$ cat config.mk
export PLATFORM = sky130hd
export DESIGN_NAME = rdio_handler
export DESIGN_NICKNAME = d
export VERILOG_FILES = /design/src/rdio_pkg.sv /design/src/rdio_handler.sv
export SDC_FILE = /design/constraint.sdc
export NUM_CORES = 1
export LEC_CHECK = 0
export BUFFER_PORTS_ARGS = -buffer_cell sky130_fd_sc_hd__clkbuf_2
export CAP_MARGIN = 20
export CORE_MARGIN = 3
export CORE_UTILIZATION = 50
export DETAILED_ROUTE_END_ITERATION = 10
export GPL_TIMING_DRIVEN = 0
export PLACE_DENSITY = 0.87
export SLEW_MARGIN = 20
export SYNTH_ARGS = -nofsm -noshare
export SYNTH_HDL_FRONTEND = slang
export SYNTH_SLANG_ARGS = --single-unit
$ cat constraint.sdc
create_clock -name mclk -period 4.9 [get_ports mclk]
set_input_delay 0.245 -clock mclk [delete_from_list [all_inputs] [get_ports mclk]]
set_output_delay 0.245 -clock mclk [all_outputs]
set_load 0.02 [all_outputs]
$ cat src/rdio_pkg.sv
// Purpose: shared constants and types of the dedicated parallel i/o handler
// Assumes: apb slave with 32-bit data, one aligned word per register
// Notes:   field configuration packs four 5-bit bit indices
package rdio_pkg;
    ////////////////////////////////////////////////////////////////////////////
    localparam logic [11:0] OFS_CTRL       = 12'h000;
    localparam logic [11:0] OFS_FIELD_CFG  = 12'h004;
    localparam logic [11:0] OFS_SLOT_RUN   = 12'h008;
    localparam logic [11:0] OFS_LINE_NUM   = 12'h00c;
    localparam logic [11:0] OFS_ERROR_NUM  = 12'h010;
    localparam logic [11:0] OFS_PROGRAM    = 12'h014;
    localparam logic [11:0] OFS_OVERRIDE   = 12'h018;
    localparam logic [11:0] OFS_HAND_OUT   = 12'h01c;
    localparam logic [11:0] OFS_STATUS     = 12'h020;
    localparam logic [11:0] OFS_WAIT       = 12'h024;
    localparam logic [11:0] OFS_HAND_IN    = 12'h028;

    localparam int CTRL_JOG_CLEAR_BIT      = 0;
    localparam int CFG_IN_START_LSB        = 0;
    localparam int CFG_IN_END_LSB          = 5;
    localparam int CFG_OUT_START_LSB       = 10;
    localparam int CFG_OUT_END_LSB         = 15;
    localparam int IDX_W                   = 5;
    localparam int STS_JOG_VALID_BIT       = 0;
    localparam int STS_JOG_MODE_LSB        = 1;
    localparam int STS_IND_LSB             = 3;
    localparam int STS_HAND_FAULT_LSB      = 8;

    localparam logic [19:0] RST_FIELD_CFG  = 20'h380e0;
    localparam logic [31:0] RST_OVERRIDE   = 32'h00000064;
    localparam logic [31:0] RST_WORD       = 32'h00000000;

    typedef enum logic [2:0] {
        RO_NONE,
        RO_PROGRAM,
        RO_LINE,
        RO_OVERRIDE,
        RO_ERROR
    } rdio_readout_type;

    typedef struct packed {
        logic        psel;
        logic        penable;
        logic        pwrite;
        logic [11:0] paddr;
        logic [31:0] pwdata;
    } rdio_apb_req_type;

    typedef struct packed {
        logic [31:0] prdata;
        logic        pready;
        logic        pslverr;
    } rdio_apb_rsp_type;

    typedef struct packed {
        rdio_readout_type sel;
        logic             prg_q;
        logic             ovs_q;
        logic [3:0]       req_q;
        logic             jog_en_q;
        logic             jog_valid;
        logic [1:0]       jog_mode;
        logic [7:0]       jog_pos;
        logic [7:0]       jog_neg;
        logic [31:0]      slot_wait;
        logic [31:0]      slot_run;
        logic [31:0]      program_number;
        logic [31:0]      override_value;
        logic [31:0]      line_number;
        logic [31:0]      error_number;
        logic [31:0]      numeric_out;
        logic [19:0]      field_cfg;
        logic [23:0]      hand_out;
        logic [23:0]      hand_in;
        logic [2:0]       hand_fault;
        logic [31:0]      prdata;
        logic             pslverr;
    } rdio_state_type;
endpackage

$ cat src/rdio_handler.sv
// Purpose: dedicated parallel i/o handshake logic of a robot controller
// Assumes: all pins synchronous to mclk; apb master per protocol
// Notes:
// Notes on behaviour
// [RQ1] level inputs act only while asserted
// [RQ2] edge inputs act on rise, hold afterwards
// [RQ3] numeric fields set by four bit indices
// [RQ4] slot pause input gives matching wait output
// [RQ5] program select rise captures numeric input
// [RQ6] override select rise captures numeric input; an apb write to the override register in the same cycle wins instead
// [RQ7] sequencer holds numeric input during selection
// [RQ8] numeric output shows the active readout
// [RQ9] program request shows program, raises indicator
// [RQ10] line request shows line, raises indicator
// [RQ11] override request shows override, raises indicator
// [RQ12] error request shows error, raises indicator
// [RQ13] jog enable rise sets jog valid
// [RQ14] jog mode in, current mode out
// [RQ15] positive jog per axis while asserted
// [RQ16] negative jog per axis while asserted
// [RQ17] hand output bits mirrored per mechanism
// [RQ18] hand input bits mirrored per mechanism
// [RQ19] hand fault input mirrored to fault output
// [RQ20] at most one readout indicator at once
//
// Implementation choices: the register offsets and register access over APB.
`timescale 1ns/1ps
`default_nettype none

module rdio_handler #(
    parameter int SLOTS = 32,
    parameter int AXES  = 8
) (
    input  wire logic                      mclk,
    input  wire logic                      rst_n,
    input  wire rdio_pkg::rdio_apb_req_type apb_req,
    output var  rdio_pkg::rdio_apb_rsp_type apb_rsp,
    input  wire logic [31:0]               slot_pause_in,
    output logic      [31:0]               slot_wait_out,
    input  wire logic                      program_select_in,
    input  wire logic                      override_select_in,
    input  wire logic [31:0]               numeric_value_field,
    output logic      [31:0]               numeric_value_out,
    input  wire logic                      program_number_readout_req,
    input  wire logic                      line_number_readout_req,
    input  wire logic                      override_readout_req,
    input  wire logic                      error_number_readout_req,
    output logic                           program_readout_active,
    output logic                           line_readout_active,
    output logic                           override_readout_active,
    output logic                           error_readout_active,
    input  wire logic                      external_jog_enable,
    output logic                           jog_valid_out,
    input  wire logic [1:0]                jog_mode_select,
    output logic      [1:0]                jog_mode_out,
    input  wire logic [7:0]                jog_pos_req,
    input  wire logic [7:0]                jog_neg_req,
    output logic      [7:0]                axis_jog_pos,
    output logic      [7:0]                axis_jog_neg,
    output logic      [23:0]               hand_output_status_group,
    input  wire logic [23:0]               hand_input_pins,
    output logic      [23:0]               hand_input_status_group,
    input  wire logic [2:0]                hand_fault_signal,
    output logic      [2:0]                hand_fault_out
);
    ////////////////////////////////////////////////////////////////////////////
    // the state word carries fixed 32-slot and 8-axis lanes
    if (SLOTS < 1 || SLOTS > 32) begin : g_chk_slots
        $error("SLOTS must lie in 1..32");
    end
    if (AXES < 1 || AXES > 8) begin : g_chk_axes
        $error("AXES must lie in 1..8");
    end

    localparam logic [31:0] SLOT_MASK = 32'(64'hffffffff >> (32 - SLOTS));
    localparam logic [7:0]  AXIS_MASK = 8'(16'h00ff >> (8 - AXES));

    // bit-field extraction and placement; an end below start yields no field
    function automatic logic [31:0] field_mask(input logic [4:0] s, input logic [4:0] e);
        logic [63:0] m;
        m = 64'h0;
        if (e >= s) begin
            m = ~(64'hffffffffffffffff << (6'(e) - 6'(s) + 6'd1));
        end
        return m[31:0];
    endfunction

    function automatic logic [31:0] field_get(input logic [31:0] w, input logic [4:0] s,
                                              input logic [4:0] e);
        return (w >> s) & field_mask(s, e);
    endfunction

    function automatic logic [31:0] field_put(input logic [31:0] v, input logic [4:0] s,
                                              input logic [4:0] e);
        return (v & field_mask(s, e)) << s;
    endfunction

    ////////////////////////////////////////////////////////////////////////////
    rdio_pkg::rdio_state_type r;
    rdio_pkg::rdio_state_type next_r;

    logic [4:0]  in_start;
    logic [4:0]  in_end;
    logic [4:0]  out_start;
    logic [4:0]  out_end;
    logic [31:0] in_value;
    logic [3:0]  req_now;
    logic [3:0]  req_rise;
    logic        wr_acc;
    logic        rd_setup;

    assign in_start  = r.field_cfg[rdio_pkg::CFG_IN_START_LSB +: rdio_pkg::IDX_W];  // [RQ3]
    assign in_end    = r.field_cfg[rdio_pkg::CFG_IN_END_LSB +: rdio_pkg::IDX_W];
    assign out_start = r.field_cfg[rdio_pkg::CFG_OUT_START_LSB +: rdio_pkg::IDX_W];
    assign out_end   = r.field_cfg[rdio_pkg::CFG_OUT_END_LSB +: rdio_pkg::IDX_W];
    // the sequencer is trusted to hold the field steady around the select edge
    assign in_value  = field_get(numeric_value_field, in_start, in_end);  // [RQ7]
    assign req_now   = {error_number_readout_req, override_readout_req,
                        line_number_readout_req, program_number_readout_req};
    assign req_rise  = req_now & ~r.req_q;
    assign wr_acc    = apb_req.psel & apb_req.penable & apb_req.pwrite;
    assign rd_setup  = apb_req.psel & ~apb_req.penable;

    always_comb begin
        next_r = r;
        // edge-type inputs: only the rise acts, a fall leaves the state alone
        next_r.prg_q    = program_select_in;
        next_r.ovs_q    = override_select_in;
        next_r.req_q    = req_now;
        next_r.jog_en_q = external_jog_enable;
        if (program_select_in && !r.prg_q) begin
            next_r.program_number = in_value;  // [RQ5] [RQ2]
        end
        if (override_select_in && !r.ovs_q) begin
            next_r.override_value = in_value;  // [RQ6] [RQ2]
        end
        // newest request takes the shared field; ties resolved by fixed priority
        if (req_rise[0]) begin
            next_r.sel = rdio_pkg::RO_PROGRAM;  // [RQ9] [RQ20]
        end else if (req_rise[1]) begin
            next_r.sel = rdio_pkg::RO_LINE;  // [RQ10] [RQ20]
        end else if (req_rise[2]) begin
            next_r.sel = rdio_pkg::RO_OVERRIDE;  // [RQ11] [RQ20]
        end else if (req_rise[3]) begin
            next_r.sel = rdio_pkg::RO_ERROR;  // [RQ12] [RQ20]
        end
        unique case (next_r.sel)
            rdio_pkg::RO_PROGRAM:  next_r.numeric_out = field_put(r.program_number,
                                                                  out_start, out_end);  // [RQ8]
            rdio_pkg::RO_LINE:     next_r.numeric_out = field_put(r.line_number,
                                                                  out_start, out_end);  // [RQ8]
            rdio_pkg::RO_OVERRIDE: next_r.numeric_out = field_put(r.override_value,
                                                                  out_start, out_end);  // [RQ8]
            rdio_pkg::RO_ERROR:    next_r.numeric_out = field_put(r.error_number,
                                                                  out_start, out_end);  // [RQ8]
            default:               next_r.numeric_out = rdio_pkg::RST_WORD;
        endcase
        // level-type inputs are sampled every cycle; slot pause is gated by slot_run, jog requests by jog_valid
        next_r.slot_wait  = slot_pause_in & r.slot_run & SLOT_MASK;  // [RQ4] [RQ1]
        next_r.jog_mode   = jog_mode_select;  // [RQ14] [RQ1]
        next_r.jog_pos    = r.jog_valid ? (jog_pos_req & AXIS_MASK) : 8'h00;  // [RQ15] [RQ1]
        next_r.jog_neg    = r.jog_valid ? (jog_neg_req & AXIS_MASK) : 8'h00;  // [RQ16] [RQ1]
        next_r.hand_in    = hand_input_pins;  // [RQ18]
        next_r.hand_fault = hand_fault_signal;  // [RQ19] [RQ1]
        // apb writes, taken in the access phase
        if (wr_acc) begin
            unique case (apb_req.paddr)
                rdio_pkg::OFS_CTRL: begin
                    if (apb_req.pwdata[rdio_pkg::CTRL_JOG_CLEAR_BIT]) begin
                        next_r.jog_valid = 1'b0;
                    end
                end
                rdio_pkg::OFS_FIELD_CFG: next_r.field_cfg      = apb_req.pwdata[19:0];
                rdio_pkg::OFS_SLOT_RUN:  next_r.slot_run       = apb_req.pwdata & SLOT_MASK;
                rdio_pkg::OFS_LINE_NUM:  next_r.line_number    = apb_req.pwdata;
                rdio_pkg::OFS_ERROR_NUM: next_r.error_number   = apb_req.pwdata;
                rdio_pkg::OFS_OVERRIDE:  next_r.override_value = apb_req.pwdata;
                rdio_pkg::OFS_HAND_OUT:  next_r.hand_out       = apb_req.pwdata[23:0];  // [RQ17]
                default: ;
            endcase
        end
        // a jog enable rise beats a clear in the same cycle
        if (external_jog_enable && !r.jog_en_q) begin
            next_r.jog_valid = 1'b1;  // [RQ13] [RQ2]
        end
        // read data and error fetched in setup so both come from flops
        next_r.pslverr = 1'b0;
        if (rd_setup) begin
            next_r.prdata = rdio_pkg::RST_WORD;
            unique case (apb_req.paddr)
                rdio_pkg::OFS_CTRL:      next_r.prdata = rdio_pkg::RST_WORD;
                rdio_pkg::OFS_FIELD_CFG: next_r.prdata = {12'h000, r.field_cfg};
                rdio_pkg::OFS_SLOT_RUN:  next_r.prdata = r.slot_run;
                rdio_pkg::OFS_LINE_NUM:  next_r.prdata = r.line_number;
                rdio_pkg::OFS_ERROR_NUM: next_r.prdata = r.error_number;
                rdio_pkg::OFS_PROGRAM:   next_r.prdata = r.program_number;
                rdio_pkg::OFS_OVERRIDE:  next_r.prdata = r.override_value;
                rdio_pkg::OFS_HAND_OUT:  next_r.prdata = {8'h00, r.hand_out};
                rdio_pkg::OFS_STATUS:    next_r.prdata = {21'h000000, r.hand_fault, 1'b0,
                                                          req_ind(r.sel), r.jog_mode,
                                                          r.jog_valid};
                rdio_pkg::OFS_WAIT:      next_r.prdata = r.slot_wait;
                rdio_pkg::OFS_HAND_IN:   next_r.prdata = {8'h00, r.hand_in};
                default:                 next_r.pslverr = 1'b1;
            endcase
        end else if (apb_req.psel) begin
            next_r.pslverr = r.pslverr;
        end
    end

    function automatic logic [3:0] req_ind(input rdio_pkg::rdio_readout_type s);
        return {s == rdio_pkg::RO_ERROR, s == rdio_pkg::RO_OVERRIDE,
                s == rdio_pkg::RO_LINE, s == rdio_pkg::RO_PROGRAM};
    endfunction

    always_ff @(posedge mclk or negedge rst_n) begin
        if (!rst_n) begin
            r                <= '0;
            r.sel            <= rdio_pkg::RO_NONE;
            r.field_cfg      <= rdio_pkg::RST_FIELD_CFG;
            r.override_value <= rdio_pkg::RST_OVERRIDE;
        end else begin
            r <= next_r;
        end
    end

    ////////////////////////////////////////////////////////////////////////////
    // zero-wait slave: every access phase completes at once
    assign apb_rsp.pready            = 1'b1;
    assign apb_rsp.prdata            = r.prdata;
    assign apb_rsp.pslverr           = apb_req.psel & apb_req.penable & r.pslverr;
    assign slot_wait_out             = r.slot_wait;
    assign numeric_value_out         = r.numeric_out;
    assign {error_readout_active, override_readout_active,
            line_readout_active, program_readout_active} = req_ind(r.sel);  // [RQ20]
    assign jog_valid_out             = r.jog_valid;
    assign jog_mode_out              = r.jog_mode;
    assign axis_jog_pos              = r.jog_pos;
    assign axis_jog_neg              = r.jog_neg;
    assign hand_output_status_group  = r.hand_out;  // [RQ17]
    assign hand_input_status_group   = r.hand_in;  // [RQ18]
    assign hand_fault_out            = r.hand_fault;  // [RQ19]
endmodule // rdio_handler

`default_nettype wire

==> summary.md <==
| Metric | Value |
|---|---|
| Required time of the critical path | `5350 ps` |
| GRT busiest layer | `met2` |
| Final Hold Viols | `0` |
| CTS tree | `yes` |
| FF-to-FF setup slack | `100 ps` |
| Share of layout cells above drive strength 1 | `between 30% and 40%` |
| Number of CTS-inserted buffers | `40` |
| Critical Path Sink Type | `register` |
| Status | `finished clean` |
| Synth top area cells | `dfrtp_1 41%, mux2_2 8.4%, buf_4 6.0%, nand2_1 3.7%, mux4_2 3.6%` |
| Leak pwr | `0.0121 uW` |
| Drt total wl | `90600 um` |
| Syn nets | `~2300` |
| Vias in the first global route | `21200` |
| Ys flop type | `dfrtp_1` |
| DP Area | `23500 sq um` |
| First-pass GRT wire length | `~130000 um` |
| Final min period | `4800 ps` |
| Dpl ws | `-1120 ps` |
| CTS Buffer Depth | `3` |
| DIE AREA | `44500 sq um` |
| Setup ws final | `slightly below 100 ps` |
| Largest net degree at the start of global routing | `94` |
| Avg Vias per Cell | `approximately 6.7` |
| Synth cell count leaders | `348 x dfrtp_1, 205 x nand2_1, 167 x buf_4` |
| Initial antenna violation count | `6` |
| Top-count cell post-synth | `dfrtp_1` |
| Filler instances | `approximately 3200` |
| HP Class | `in2reg` |
| FMAX | `approximately 0.21 GHz` |
| Met1 usage | `48.3%` |
| Worst slew margin | `between 10% and 20%` |
| Maximum VDD drop | `roughly 0.00031 V` |
| All-Layer GR Usage | `between 30% and 40%` |
| # DRC | `0` |
| Post-synthesis sequential area ratio | `a little over two fifths` |
| Routed vias | `21100` |
| Post-synth EDFFs | `0` |
| FFs w/ async S/R, synth | `100%` |
| Flops & latches, synth | `between 300 and 400` |
| Crit path max fanout | `10` |
| Met2 Track Usage GR | `around 63%` |
| Die width | `approximately 210 um` |
| Clock latency on the worst-skew pair | `around 600 ps` |
| Core footprint | `41200 sq um` |
| Final setup fails | `0` |
| Clock transition at path regs | `60 ps` |
| CTS HTree Levels | `2` |
| Clock skew | `26.2 ps` |
| Detailed Place HPWL | `around 67000 um` |
| Total Nets Final | `2770` |
| WL per Instance | `28.8 um` |
| Design Area, Final | `26100 sq um` |
| Max Cap Viol | `0` |
| Met3 Usage GRT | `between 10% and 20%` |
| CTS sink cnt | `around 360` |
| 1st-iter DRT viols | `roughly 3000` |
| Post-synth top area share | `41.4%` |
| Slew of the pin with the lowest slew margin | `between 1000 and 1500 ps` |
| GRT overflow | `0` |
| YS warnings | `0` |
| Mean Syn Cell Area | `10.0 sq um` |
| Pwr/cell area | `275 nW/um^2` |
| Fin. max-slew vios | `0` |
| Gpl congestion | `1.08` |
| Syn Std Cell Area | `21000 sq um` |
| Synth area leader | `dfrtp_1` |
| Router iterations before antenna repair | `6` |
| Starting Density | `around half` |
| Synth cell types | `91` |
| Final Cycle Share | `between 90% and 100%` |
| CP arrival | `5250 ps` |
| Antenna viol nets, final | `0` |
| Cells after Synth | `2096` |
| Root Buffer | `clkbuf_16` |
| Num rows | `74` |
| Type of the worst setup path | `reg2reg` |
| Die Ht | `~210 um` |
| Startpoint Class | `register` |
| Layout area overhead | `24.0%` |
| RSZ-0062 raised after global routing | `false` |
| Port Buffers | `approximately 340` |
| Io pins | `337` |
-- report_power, final --
part           switching, uW  internal, uW  total, uW
logic                    541           308        849
clock network           1330          1900       3230
registers               55.4          3010       3070
total                   1930          5230       7150
-- flip-flops by register name (all words and copies together), names as in the netlist --
register and flops:
apb_rsp 32, axis_jog_pos 8, hand_output_status_group 24, out_end 5, in_start 5, axis_jog_neg 8
jog_valid_out 1, numeric_value_out 32, out_start 5, r 171, hand_input_status_group 24, in_end 5
slot_wait_out 32, hand_fault_out 3, jog_mode_out 2
-- timing repair --
item                                   in CTS  in global routing
pin swaps                                   0                  1
endpoints found under the hold margin     223                  0
resized for setup                          31                 14
hold buffers                              100                  0
setup buffers                               0                  4
setup endpoints to repair                  46                 34
-- cell families after synthesis --
family | Yosys count | synth area share, %
multiplexers | 220 | 13.4
XOR/XNOR | 8 | 0.333
buffers and inverters | 334 | 9.06
AO/OA/AOI/OAI | 595 | 20.5
adder cells (fa/ha/maj) | 26 | 1.69
other | 1 | 0.0178
flip-flops | 357 | 42.6
AND/OR/NAND/NOR | 555 | 12.4
-- critical path, cell delays in order, from the launching register on --
cell and delay (ps):
dfrtp_1 480, inv_1 130, clkbuf_1 480, ha_1 300, fa_1 520, a21o_1 250, a221oi_4 410, nand2_2 210
nor3_1 280, a21oi_1 200, mux4_2 490, and4_1 240, a221o_1 310, a221o_1 350
-- layout make-up --
| class | count | area (sq um) | share of cell area [%] |
|---|---|---|---|
| multi-input combinational | 1405 | 10300 | 39.4 |
| buffer | 303 | 1810 | 6.96 |
| clock buffer | 58 | 1180 | 4.52 |
| antenna | 2 | 5.00 | 0.0192 |
| tap | 532 | 666 | 2.55 |
| inverter | 29 | 121 | 0.466 |
| clock inverter | 14 | 239 | 0.917 |
| sequential | 357 | 8950 | 34.3 |
| timing repair buffer | 443 | 2830 | 10.8 |
-- metal layers --
layer	wire (um)	part of all wire [%]
met1	32000	35
met2	41100	45
met3	10800	12
met4	6700	7.4
met5	32	0.035
-- metrics by stage --
stage | total power [uW] | setup TNS (ps) | std cells | hold WS [ps] | utilization (%)
CTS | 7090 | 0 | 3138 | 6.20 | 63.1
global placement | 3830 | -1356230 | 2963 | 353 | 56.7
global route | 7310 | 0 | 3143 | 30.0 | 63.2
finish | 7150 | 0 | 3143 | 22.2 | 63.2
floorplan | 3470 | 0 | 2096 | -50.6 | -
detailed placement | 3860 | -24070 | 2967 | 87.0 | 57.0
-- layout by cell type (no fill, tap or decap), types with 11 or more instances in the layout --
cell           instances
ha_1                  22
dlygate4sd3_1        100
nand2b_1              11
a221o_1               16
and2_1                59
a21oi_1               94
nand2_1              205
clkbuf_8              12
nor3_1                25
a22o_1                51
mux4_2                34
nor2_1               137
clkbuf_1              94
a211oi_1              29
and3_1                13
nand3_1               34
o211ai_1              25
a22oi_1               46
mux2_2               156
or3_1                 11
o21ai_0               95
clkbuf_16             40
dfrtp_1              345
buf_2                 15
a221oi_1              39
inv_1                 23
buf_1                 25
a31oi_1               43
o22ai_1               15
and4_1                13
buf_4                172
clkbuf_2             337
mux2i_1               29
a222oi_1              26
-- path summary, 6_finish.rpt --
| check | start | end | cells past startpoint |
|---|---|---|---|
| setup / recovery | out_start[3] | numeric_value_out[30] | 13 |
| hold / removal | apb_req[1] | in_start[1] | 2 |
| setup reg to reg | out_start[3] | numeric_value_out[30] | 13 |
| hold reg to reg | apb_rsp[16] | apb_rsp[16] | 1 |
| max in group asynchronous | rst_n | r[192] | 4 |
| min in group asynchronous | rst_n | axis_jog_pos[6] | 2 |
No activity file was read; power rests on OpenSTA's default activity.
